[config.mk]
export PLATFORM = sky130hd
export DESIGN_NAME = pspb_builder
export DESIGN_NICKNAME = d
export VERILOG_FILES = /design/src/pspb_pkg.sv /design/src/pspb_slot_map.sv /design/src/pspb_phase_map.sv /design/src/pspb_builder.sv
export VERILOG_INCLUDE_DIRS = /design/src
export SDC_FILE = /design/constraint.sdc
export NUM_CORES = 1
export LEC_CHECK = 0
export BUFFER_PORTS_ARGS = -buffer_cell sky130_fd_sc_hd__buf_2
export CAP_MARGIN = 20
export CORE_MARGIN = 10
export CORE_UTILIZATION = 50
export CTS_CLUSTER_SIZE = 25
export DETAILED_ROUTE_END_ITERATION = 6
export GPL_TIMING_DRIVEN = 0
export PLACE_DENSITY_LB_ADDON = 0.25
export SLEW_MARGIN = 40
export SYNTH_ARGS = -nofsm -noshare
export SYNTH_HDL_FRONTEND = slang
export SYNTH_SLANG_ARGS = --single-unit
[constraint.sdc]
create_clock -name pclk -period 5.93 [get_ports pclk]
set_input_delay 0.2965 -clock pclk [delete_from_list [all_inputs] [get_ports pclk]]
set_output_delay 0.2965 -clock pclk [all_outputs]
set_load 0.02 [all_outputs]
[src/pspb_consts.svh]
// constants for the pixel shader payload builder: offsets, fields, resets
`ifndef PSPB_CONSTS_SVH
`define PSPB_CONSTS_SVH

// ==========================================================
// apb register offsets (byte addresses)
`define PSPB_ADDR_CTRL      12'h000
`define PSPB_ADDR_CC_PTR    12'h004
`define PSPB_ADDR_SAMP_PTR  12'h008
`define PSPB_ADDR_BIND_PTR  12'h00c
`define PSPB_ADDR_SCR_PTR   12'h010
`define PSPB_ADDR_STATUS    12'h014
`define PSPB_ADDR_THREAD    12'h018

// ==========================================================
// control register fields
`define PSPB_CTRL_SIMD16    0
`define PSPB_CTRL_NS_HI     3
`define PSPB_CTRL_NS_LO     1
`define PSPB_CTRL_CONTIG    4
`define PSPB_CTRL_DEPTH_RT  5
`define PSPB_CTRL_COVMASK_RT 6
`define PSPB_CTRL_BARY_HI   12
`define PSPB_CTRL_BARY_LO   7
`define PSPB_CTRL_SRC_DEPTH 13
`define PSPB_CTRL_SRC_W     14
`define PSPB_CTRL_RESET     32'h0000_0000
`define PSPB_PTR_RESET      32'h0000_0000

// ==========================================================
// status register fields
`define PSPB_STAT_BUSY      0
`define PSPB_STAT_REFUSED   1
`define PSPB_STAT_REGS_HI   13
`define PSPB_STAT_REGS_LO   8

// ==========================================================
// header field positions and limits
`define PSPB_SCRATCH_MAX    4'hb
`define PSPB_NS_MAX         3'h4
`define PSPB_H0_VP_HI       30
`define PSPB_H0_VP_LO       27
`define PSPB_H0_ARR_HI      26
`define PSPB_H0_ARR_LO      16
`define PSPB_H0_FACE        15
`define PSPB_H0_DEPTH       13
`define PSPB_H0_COVMASK     12
`define PSPB_H0_PAIR_HI     7
`define PSPB_H0_PAIR_LO     6

`endif

[src/pspb_pkg.sv]
// types shared by the pixel shader payload builder
package pspb_pkg;

	typedef enum logic {PSPB_IDLE, PSPB_ISSUE} pspb_state_type;

	typedef struct packed {
		pspb_state_type  st;
		logic [31:0]     ctrl;
		logic [31:0]     cc_ptr;
		logic [31:0]     samp_ptr;
		logic [31:0]     bind_ptr;
		logic [31:0]     scr_ptr;
		logic            refused;
		logic [23:0]     thread_cnt;
		logic [7:0]      tag;
		logic            simd16;
		logic [2:0]      ns_log2;
		logic [2:0]      pair_idx;
		logic [2:0]      left;
		logic [1:0]      step;
		logic [23:0]     prim_id;
		logic            back;
		logic [3:0]      vp;
		logic [10:0]     arr;
		logic [5:0]      total_regs;
		logic [5:0]      depth_reg;
		logic [5:0]      w_reg;
		logic [7:0][31:0] hdr;
		logic [3:0][1:0] g_subspan;
		logic [3:0][3:0] g_sample;
	} pspb_regs_type;

endpackage : pspb_pkg

[src/pspb_slot_map.sv]
// slot group to subspan and sample mapping for one dispatch
`timescale 1ns/1ps
module pspb_slot_map
	import pspb_pkg::*;
(
	input  wire logic             simd16,
	input  wire logic [2:0]       ns_log2,
	input  wire logic [2:0]       pair_idx,
	output logic      [3:0][1:0]  grp_subspan,
	output logic      [3:0][3:0]  grp_sample
);

	// ==========================================================
	// per-group decode
	function automatic logic [5:0] pspb_map_group(input logic s16, input logic [2:0] nsl,
		input logic [2:0] pair, input logic [1:0] g);
		logic [2:0] lg;
		logic [3:0] nmask;
		lg = s16 ? 3'h2 : 3'h1;
		nmask = 4'((5'h01 << nsl) - 5'h01);
		if (!s16 && g[1])
			pspb_map_group = 6'h00;
		else if (nsl <= lg)
			// all samples fit in one dispatch, pair index stays zero
			pspb_map_group = {2'(4'(g) >> nsl), 4'(g) & nmask};
		else
			pspb_map_group = {2'h0, 4'({pair, 1'b0}) + 4'(g)};
	endfunction : pspb_map_group

	genvar gi;
	generate
		for (gi = 0; gi < 4; gi++)
		begin : g_grp
			assign {grp_subspan[gi], grp_sample[gi]} =
				pspb_map_group(simd16, ns_log2, pair_idx, 2'(gi));
		end
	endgenerate

endmodule : pspb_slot_map

[src/pspb_phase_map.sv]
// register numbering of the optional payload phases
`timescale 1ns/1ps
module pspb_phase_map
	import pspb_pkg::*;
(
	input  wire logic       simd16,
	input  wire logic [5:0] bary_en,
	input  wire logic       depth_en,
	input  wire logic       w_en,
	output logic      [5:0] depth_reg,
	output logic      [5:0] w_reg,
	output logic      [5:0] total_regs
);

	// ==========================================================
	// phases packed in fixed order, skipped ones close the gap
	always_comb
	begin
		logic [5:0] n;
		logic [5:0] per;
		per = simd16 ? 6'h02 : 6'h01;
		n = 6'h02;
		for (int i = 0; i < 6; i++)
			if (bary_en[i])
				n = n + 6'(per << 1);
		depth_reg = n;
		if (depth_en)
			n = n + per;
		w_reg = n;
		if (w_en)
			n = n + per;
		total_regs = n;
	end

endmodule : pspb_phase_map

[src/pspb_builder.sv]
// pixel shader dispatch and payload header builder with apb registers
`timescale 1ns/1ps
`include "pspb_consts.svh"
module pspb_builder
	import pspb_pkg::*;
(
	input  wire logic              pclk,
	input  wire logic              presetn,
	input  wire logic              psel,
	input  wire logic              penable,
	input  wire logic              pwrite,
	input  wire logic [11:0]       paddr,
	input  wire logic [31:0]       pwdata,
	output logic      [31:0]       prdata,
	output logic                   pready,
	output logic                   pslverr,
	input  wire logic              req_valid,
	output logic                   req_ready,
	input  wire logic [23:0]       req_prim_thread_id,
	input  wire logic              req_back_facing,
	input  wire logic [3:0]        req_viewport_index,
	input  wire logic [10:0]       req_array_index,
	output logic                   disp_valid,
	input  wire logic              disp_ready,
	output logic      [7:0][31:0]  disp_header,
	output logic      [2:0]        first_sample_pair_index,
	output logic      [7:0]        thread_resource_tag,
	output logic      [3:0][1:0]   slot_group_subspan,
	output logic      [3:0][3:0]   slot_group_sample,
	output logic      [5:0]        disp_payload_regs,
	output logic      [5:0]        disp_depth_reg,
	output logic      [5:0]        disp_w_reg
);

	// ==========================================================
	// state
	pspb_regs_type   r_q;
	pspb_regs_type   r_d;
	logic [2:0]      map_pair;
	logic            map_simd16;
	logic [2:0]      map_ns;
	logic [3:0][1:0] map_subspan;
	logic [3:0][3:0] map_sample;
	logic [5:0]      ph_depth;
	logic [5:0]      ph_w;
	logic [5:0]      ph_total;
	logic            wr_en;
	logic            rd_hit;
	logic            accept;
	logic            issue_done;

	// ==========================================================
	// helpers
	function automatic logic pspb_mapped(input logic [11:0] a);
		case (a)
			`PSPB_ADDR_CTRL, `PSPB_ADDR_CC_PTR, `PSPB_ADDR_SAMP_PTR,
			`PSPB_ADDR_BIND_PTR, `PSPB_ADDR_SCR_PTR, `PSPB_ADDR_STATUS,
			`PSPB_ADDR_THREAD:
				pspb_mapped = 1'b1;
			default:
				pspb_mapped = 1'b0;
		endcase
	endfunction : pspb_mapped

	// header starts from zero so every reserved bit stays clear
	function automatic logic [7:0][31:0] pspb_build(input pspb_regs_type s);
		logic [7:0][31:0] h;
		h = '0;
		h[7][23:0] = s.prim_id;
		h[6][23:0] = s.thread_cnt;
		h[5][31:10] = s.scr_ptr[31:10];
		h[5][7:0] = s.tag;
		h[4][31:5] = s.bind_ptr[31:5];
		h[3][31:5] = s.samp_ptr[31:5];
		h[3][3:0] = s.samp_ptr[3:0];
		h[1][31:6] = s.cc_ptr[31:6];
		h[0][`PSPB_H0_VP_HI:`PSPB_H0_VP_LO] = s.vp;
		h[0][`PSPB_H0_ARR_HI:`PSPB_H0_ARR_LO] = s.arr;
		h[0][`PSPB_H0_FACE] = s.back;
		h[0][`PSPB_H0_DEPTH] = s.ctrl[`PSPB_CTRL_DEPTH_RT];
		h[0][`PSPB_H0_COVMASK] = s.ctrl[`PSPB_CTRL_COVMASK_RT];
		h[0][`PSPB_H0_PAIR_HI:`PSPB_H0_PAIR_LO] = s.pair_idx[1:0];
		pspb_build = h;
	endfunction : pspb_build

	// ==========================================================
	// sub-blocks
	pspb_slot_map u_slot_map (
		.simd16      (map_simd16),
		.ns_log2     (map_ns),
		.pair_idx    (map_pair),
		.grp_subspan (map_subspan),
		.grp_sample  (map_sample)
	);

	pspb_phase_map u_phase_map (
		.simd16     (r_q.ctrl[`PSPB_CTRL_SIMD16]),
		.bary_en    (r_q.ctrl[`PSPB_CTRL_BARY_HI:`PSPB_CTRL_BARY_LO]),
		.depth_en   (r_q.ctrl[`PSPB_CTRL_SRC_DEPTH]),
		.w_en       (r_q.ctrl[`PSPB_CTRL_SRC_W]),
		.depth_reg  (ph_depth),
		.w_reg      (ph_w),
		.total_regs (ph_total)
	);

	// ==========================================================
	// apb slave, zero wait states
	assign pready  = 1'b1;
	assign wr_en   = psel && penable && pwrite;
	assign rd_hit  = pspb_mapped(paddr);
	assign pslverr = psel && penable && !rd_hit;

	always_comb
	begin
		prdata = 32'h0000_0000;
		if (psel && !pwrite)
			case (paddr)
				`PSPB_ADDR_CTRL:     prdata = r_q.ctrl;
				`PSPB_ADDR_CC_PTR:   prdata = r_q.cc_ptr;
				`PSPB_ADDR_SAMP_PTR: prdata = r_q.samp_ptr;
				`PSPB_ADDR_BIND_PTR: prdata = r_q.bind_ptr;
				`PSPB_ADDR_SCR_PTR:  prdata = r_q.scr_ptr;
				`PSPB_ADDR_STATUS:
				begin
					prdata[`PSPB_STAT_BUSY] = (r_q.st == PSPB_ISSUE);
					prdata[`PSPB_STAT_REFUSED] = r_q.refused;
					prdata[`PSPB_STAT_REGS_HI:`PSPB_STAT_REGS_LO] = ph_total;
				end
				`PSPB_ADDR_THREAD:   prdata = {8'h00, r_q.thread_cnt};
				default:             prdata = 32'h0000_0000;
			endcase
	end

	// ==========================================================
	// dispatch handshakes
	assign req_ready  = (r_q.st == PSPB_IDLE);
	assign accept     = req_valid && req_ready;
	assign disp_valid = (r_q.st == PSPB_ISSUE);
	assign issue_done = disp_valid && disp_ready;

	// mapping is looked up for the pair index about to be registered
	assign map_pair   = r_d.pair_idx;
	assign map_simd16 = r_d.simd16;
	assign map_ns     = r_d.ns_log2;

	// ==========================================================
	// next state
	always_comb
	begin
		logic [2:0] lg;
		logic       build;
		r_d = r_q;
		build = 1'b0;
		lg = 3'h0;
		if (wr_en)
			case (paddr)
				`PSPB_ADDR_CTRL:     r_d.ctrl = pwdata;
				`PSPB_ADDR_CC_PTR:   r_d.cc_ptr = pwdata;
				`PSPB_ADDR_SAMP_PTR:
				begin
					r_d.samp_ptr = pwdata;
					// codes above the largest size saturate
					if (pwdata[3:0] > `PSPB_SCRATCH_MAX)
						r_d.samp_ptr[3:0] = `PSPB_SCRATCH_MAX;
				end
				`PSPB_ADDR_BIND_PTR: r_d.bind_ptr = pwdata;
				`PSPB_ADDR_SCR_PTR:  r_d.scr_ptr = pwdata;
				`PSPB_ADDR_STATUS:
					if (pwdata[`PSPB_STAT_REFUSED])
						r_d.refused = 1'b0;
				default:             r_d.ctrl = r_q.ctrl;
			endcase
		case (r_q.st)
			PSPB_IDLE:
				if (accept)
				begin
					if (r_q.ctrl[`PSPB_CTRL_CONTIG])
						// contiguous formats are built elsewhere; set wins over clear
						r_d.refused = 1'b1;
					else
					begin
						r_d.simd16 = r_q.ctrl[`PSPB_CTRL_SIMD16];
						r_d.ns_log2 = r_q.ctrl[`PSPB_CTRL_NS_HI:`PSPB_CTRL_NS_LO];
						if (r_d.ns_log2 > `PSPB_NS_MAX)
							r_d.ns_log2 = `PSPB_NS_MAX;
						lg = r_d.simd16 ? 3'h2 : 3'h1;
						r_d.pair_idx = 3'h0;
						r_d.step = r_d.simd16 ? 2'h2 : 2'h1;
						if (r_d.ns_log2 <= lg)
							r_d.left = 3'h0;
						else
							r_d.left = 3'((4'h1 << (r_d.ns_log2 - lg)) - 4'h1);
						r_d.prim_id = req_prim_thread_id;
						r_d.back = req_back_facing;
						r_d.vp = req_viewport_index;
						r_d.arr = req_array_index;
						r_d.total_regs = ph_total;
						r_d.depth_reg = ph_depth;
						r_d.w_reg = ph_w;
						r_d.st = PSPB_ISSUE;
						build = 1'b1;
					end
				end
			PSPB_ISSUE:
				if (issue_done)
				begin
					r_d.thread_cnt = r_q.thread_cnt + 24'h00_0001;
					r_d.tag = r_q.tag + 8'h01;
					if (r_q.left == 3'h0)
						r_d.st = PSPB_IDLE;
					else
					begin
						r_d.pair_idx = r_q.pair_idx + 3'(r_q.step);
						r_d.left = r_q.left - 3'h1;
						build = 1'b1;
					end
				end
			default:
				r_d.st = PSPB_IDLE;
		endcase
		if (build)
		begin
			r_d.hdr = pspb_build(r_d);
			r_d.g_subspan = map_subspan;
			r_d.g_sample = map_sample;
		end
	end

	always_ff @(posedge pclk or negedge presetn)
	begin
		if (!presetn)
		begin
			r_q <= '0;
			r_q.st <= PSPB_IDLE;
			r_q.ctrl <= `PSPB_CTRL_RESET;
			r_q.cc_ptr <= `PSPB_PTR_RESET;
		end
		else
			r_q <= r_d;
	end

	// ==========================================================
	// outputs
	assign disp_header             = r_q.hdr;
	assign first_sample_pair_index = r_q.pair_idx;
	assign thread_resource_tag     = r_q.tag;
	assign slot_group_subspan      = r_q.g_subspan;
	assign slot_group_sample       = r_q.g_sample;
	assign disp_payload_regs       = r_q.total_regs;
	assign disp_depth_reg          = r_q.depth_reg;
	assign disp_w_reg              = r_q.w_reg;
endmodule : pspb_builder

==> impl_metrics.csv <==
group,metric,value,unit
yosys,async_flop_share,100,%
critical_path,r2r-start,"r_q[518]",
sta,fmaxAchievable,159,MHz
sta,rsz0062_at_grt,"yes",
layout,syn2layout_area_growth,25.5,%
layout,finish.instance_area,28000,um2
routing,viasPerCell,5.19,
layout,mostFrequentLayoutCell,"dfrtp_1",
cts,clk_pin_slew,70,ps
layout,nets,2910,
sta,setup_violations,4,
job,maxCapViolCount,0,
sta,setup_slack,-354,ps
layout,final_cell_mix,"dfrtp_1 (454), nor2_1 (379), buf_2 (362), nand2_1 (347), buf_4 (347)",
sta,maxSlewViolCount,0,
routing,vias,17767,
pwr,p_leak,0.0147,uW
routing,wire_per_inst,21.0,um
status,violations,"setup timing",
critical_path,end_kind,"output pin",
yosys,yosysWarnings,0,
yosys,post_synth_instance_area,22300,um2
die,die_area,53500,um2
sta,skew,20.5,ps
cts,clk_latency,590,ps
critical_path,ff2ff_setup_slack,570,ps
die,fp-row-count,77,
critical_path,startpoint,"r_q[518]",
critical_path,slowest_stage,"fa_1",
routing,drc_errors,0,
die,initial_utilization,50.6,%
cts,cts_root_buf,"clkbuf_16",
grt,grt_max_degree,78,
critical_path,arrival,5990,ps
pwr,p_per_area,450,nW/um2
place,io_buffers,353,
routing,drt_iter0_drc,1626,
layout,largest_reg_flops,234,
critical_path,cpMostUsedCell,"fa_1",
place,dpl_cell_area,25300,um2
grt,grt_pass1_vias,18154,
die,pin_count,436,
sta,finalHoldViolations,0,
grt,grt_use_total,26.0,%
yosys,syn_avg_cell_area,10.1,um2
die,design.core.area,44100,um2
place,place_congestion,0.913,
yosys,synthFlopType,"dfrtp_1",
cts,clk_path_buf_depth,3,
layout,multi_input_area,8460,um2
die,fp.dieH,231,um
layout,register_area,11400,um2
layout,largest_register,"r_q",
critical_path,critical_path.top_delay_family,"adder cells",
critical_path,cp-start-kind,"flip-flop",
critical_path,critPathMaxFanout,5,
critical_path,cp-endpoint,"prdata[13]",
yosys,synth.distinct_cells,73,
grt,antenna_found_initial,8,
layout,final.fill_count,3657,
cts,tritoncts,"done",
pwr,total_power,12600,uW
die,die_width,231,um
cts,cts_buffers,47,
grt,grt_pass1_wl,108000,um
yosys,netlist_instances,2209,
routing,wirelength,71900,um
sta,layout_worst_path_cycle_share,106,%
routing,drtAntennaViolNets,0,
cts,clock_sinks,457,
critical_path,crit_buf_inv,4,
routing,firstDrtPassIters,6,
yosys,synth-seq-cells,457,
layout,drive_above_1_share,35.3,%
yosys,ys_seq_area_share,51.3,%
critical_path,critPathKind,"reg2out",
yosys,synth_edf_count,0,
status,status,"finished with violations",
critical_path,rr_endpoint,"disp_payload_regs[5]",
cts,htreeDepth,2,
min_path,hold_class,"in2reg",
critical_path,critPathRequiredTime,5630,ps
sta,fin_crit,6280,ps
place,pre_cts_slack,-718,ps
critical_path,worstRegToRegCells,26,
place,dp_hpwl,52800,um
pwr,max-vdd-ir-drop,0.349,mV
critical_path,cpPeakStageDelay,470,ps
layout,final_core_util,63.5,%
sta,worstMarginPinSlew,954,ps
sta,relSlewSlack,36.4,%
critical_path,crit_cells,26,
grt,overflow,0,
[power breakdown]
part / internal, uW / leakage [uW] / switching, uW
clock: 1890 / 0.000817 / 1290
sequential: 3940 / 0.00596 / 496
combinational: 2020 / 0.00793 / 2950
[repair_timing]
action                     4_1_cts  5_1_grt
setup buffers                   20        9
pin swaps                       17       14
hold buffers                    66        0
setup endpoints to repair        8        5
gates resized for setup         27        8
cloned                           0        0
hold endpoints to repair       314        0
[worst reg2reg max path, stage by stage, from the launching register on]
cell and delay [ps]:
dfrtp_2 460, xor2_2 200, nand2_4 90, ha_4 170
inv_2 50, fa_1 430, mux2i_2 230, fa_1 470
a21oi_1 140, nand2_1 80, inv_1 70, fa_1 410
nand2_2 90, o21a_1 180, fa_1 440, mux2i_2 210
a21oi_4 60, ha_4 200, nand2_8 90, nor4_4 40
a311o_1 280, o311a_1 140, buf_4 140, a211o_1 300
buf_4 140, nand3_1 70, nand2_1 50
[synth_stat cells, types with 4 or more instances]
cell type  instances  area share (%)
a31oi_1           38             1.1
o21ai_0           21            0.47
a221oi_1           6            0.24
nor4_1             4            0.11
fa_1               7            0.63
nor3_1             5            0.11
and2_1            13            0.36
clkbuf_1          79             1.3
nor2b_1            7            0.20
a21o_1             6            0.20
buf_4            315              11
a22oi_1           16            0.54
xnor2_1           30             1.2
xor2_1            14            0.55
buf_2             12            0.27
dfrtp_1          457              51
nand2_1          350             5.9
ha_1              21             1.2
nand2b_1           6            0.17
nor2_1           380             6.4
a222oi_1          18            0.81
a22o_1            30             1.2
mux2_2           149             7.5
inv_1             18            0.30
and3_1            11            0.31
nand3_1           19            0.43
mux2_1            34             1.7
and4_1             4            0.16
mux2i_1           12            0.54
a21oi_1           43            0.96
nand4_1            8            0.22
buf_1             13            0.22
[routing by layer]
layer	vias up	global-route usage, %	wire, um
li1	8123	-	-
met5	-	0	54
met4	8	9.46	2490
met1	8698	32.7	28900
met3	149	6.78	6240
met2	789	42.5	34200
[metrics by stage]
step	instances	TNS (ps)	hold WS, ps
final	3424	-745	15.0
after global routing	3424	-1860	26.9
after CTS	3412	-887	1.46
after detailed placement	3239	-2630	187
after global placement	3233	-2030260	448
after floorplan	2288	0	0.909
[layout make-up]
type,count,area share [%]
well taps,592,2.64
repair buffers,455,10.1
plain buffers,421,9.98
inverters,18,0.255
flip-flops and latches,457,40.8
clock inverters,22,1.01
diodes,3,0.0268
clock buffers,65,4.91
multi-input cells,1391,30.2
[worst min path at each step]
stage	startpoint	end	cells after the start
3_3_place_gp	r_q[308]	r_q[308]	2
6_report	pwdata[17]	r_q[464]	3
4_1_cts	pwdata[17]	r_q[464]	3
2_1_floorplan	presetn	disp_depth_reg[1]	0
3_5_place_dp	presetn	disp_header[50]	1
5_1_grt	pwdata[8]	r_q[455]	3
[cells by family (layout without fill, tap and decap cells)]
group / count (synthesis) / in the layout / share of synthesized area (%)
AO/OA/AOI/OAI: 212 / 212 / 6.77
AND/OR/NAND/NOR: 822 / 822 / 15.0
adder cells (fa/ha/maj): 28 / 28 / 1.81
flip-flops: 457 / 457 / 51.3
other: 2 / 84 / 0.0337
XOR/XNOR: 48 / 48 / 2.12
buffers and inverters: 440 / 981 / 12.8
multiplexers: 200 / 200 / 10.2
Note: power is estimated with default switching activity, not from simulation.
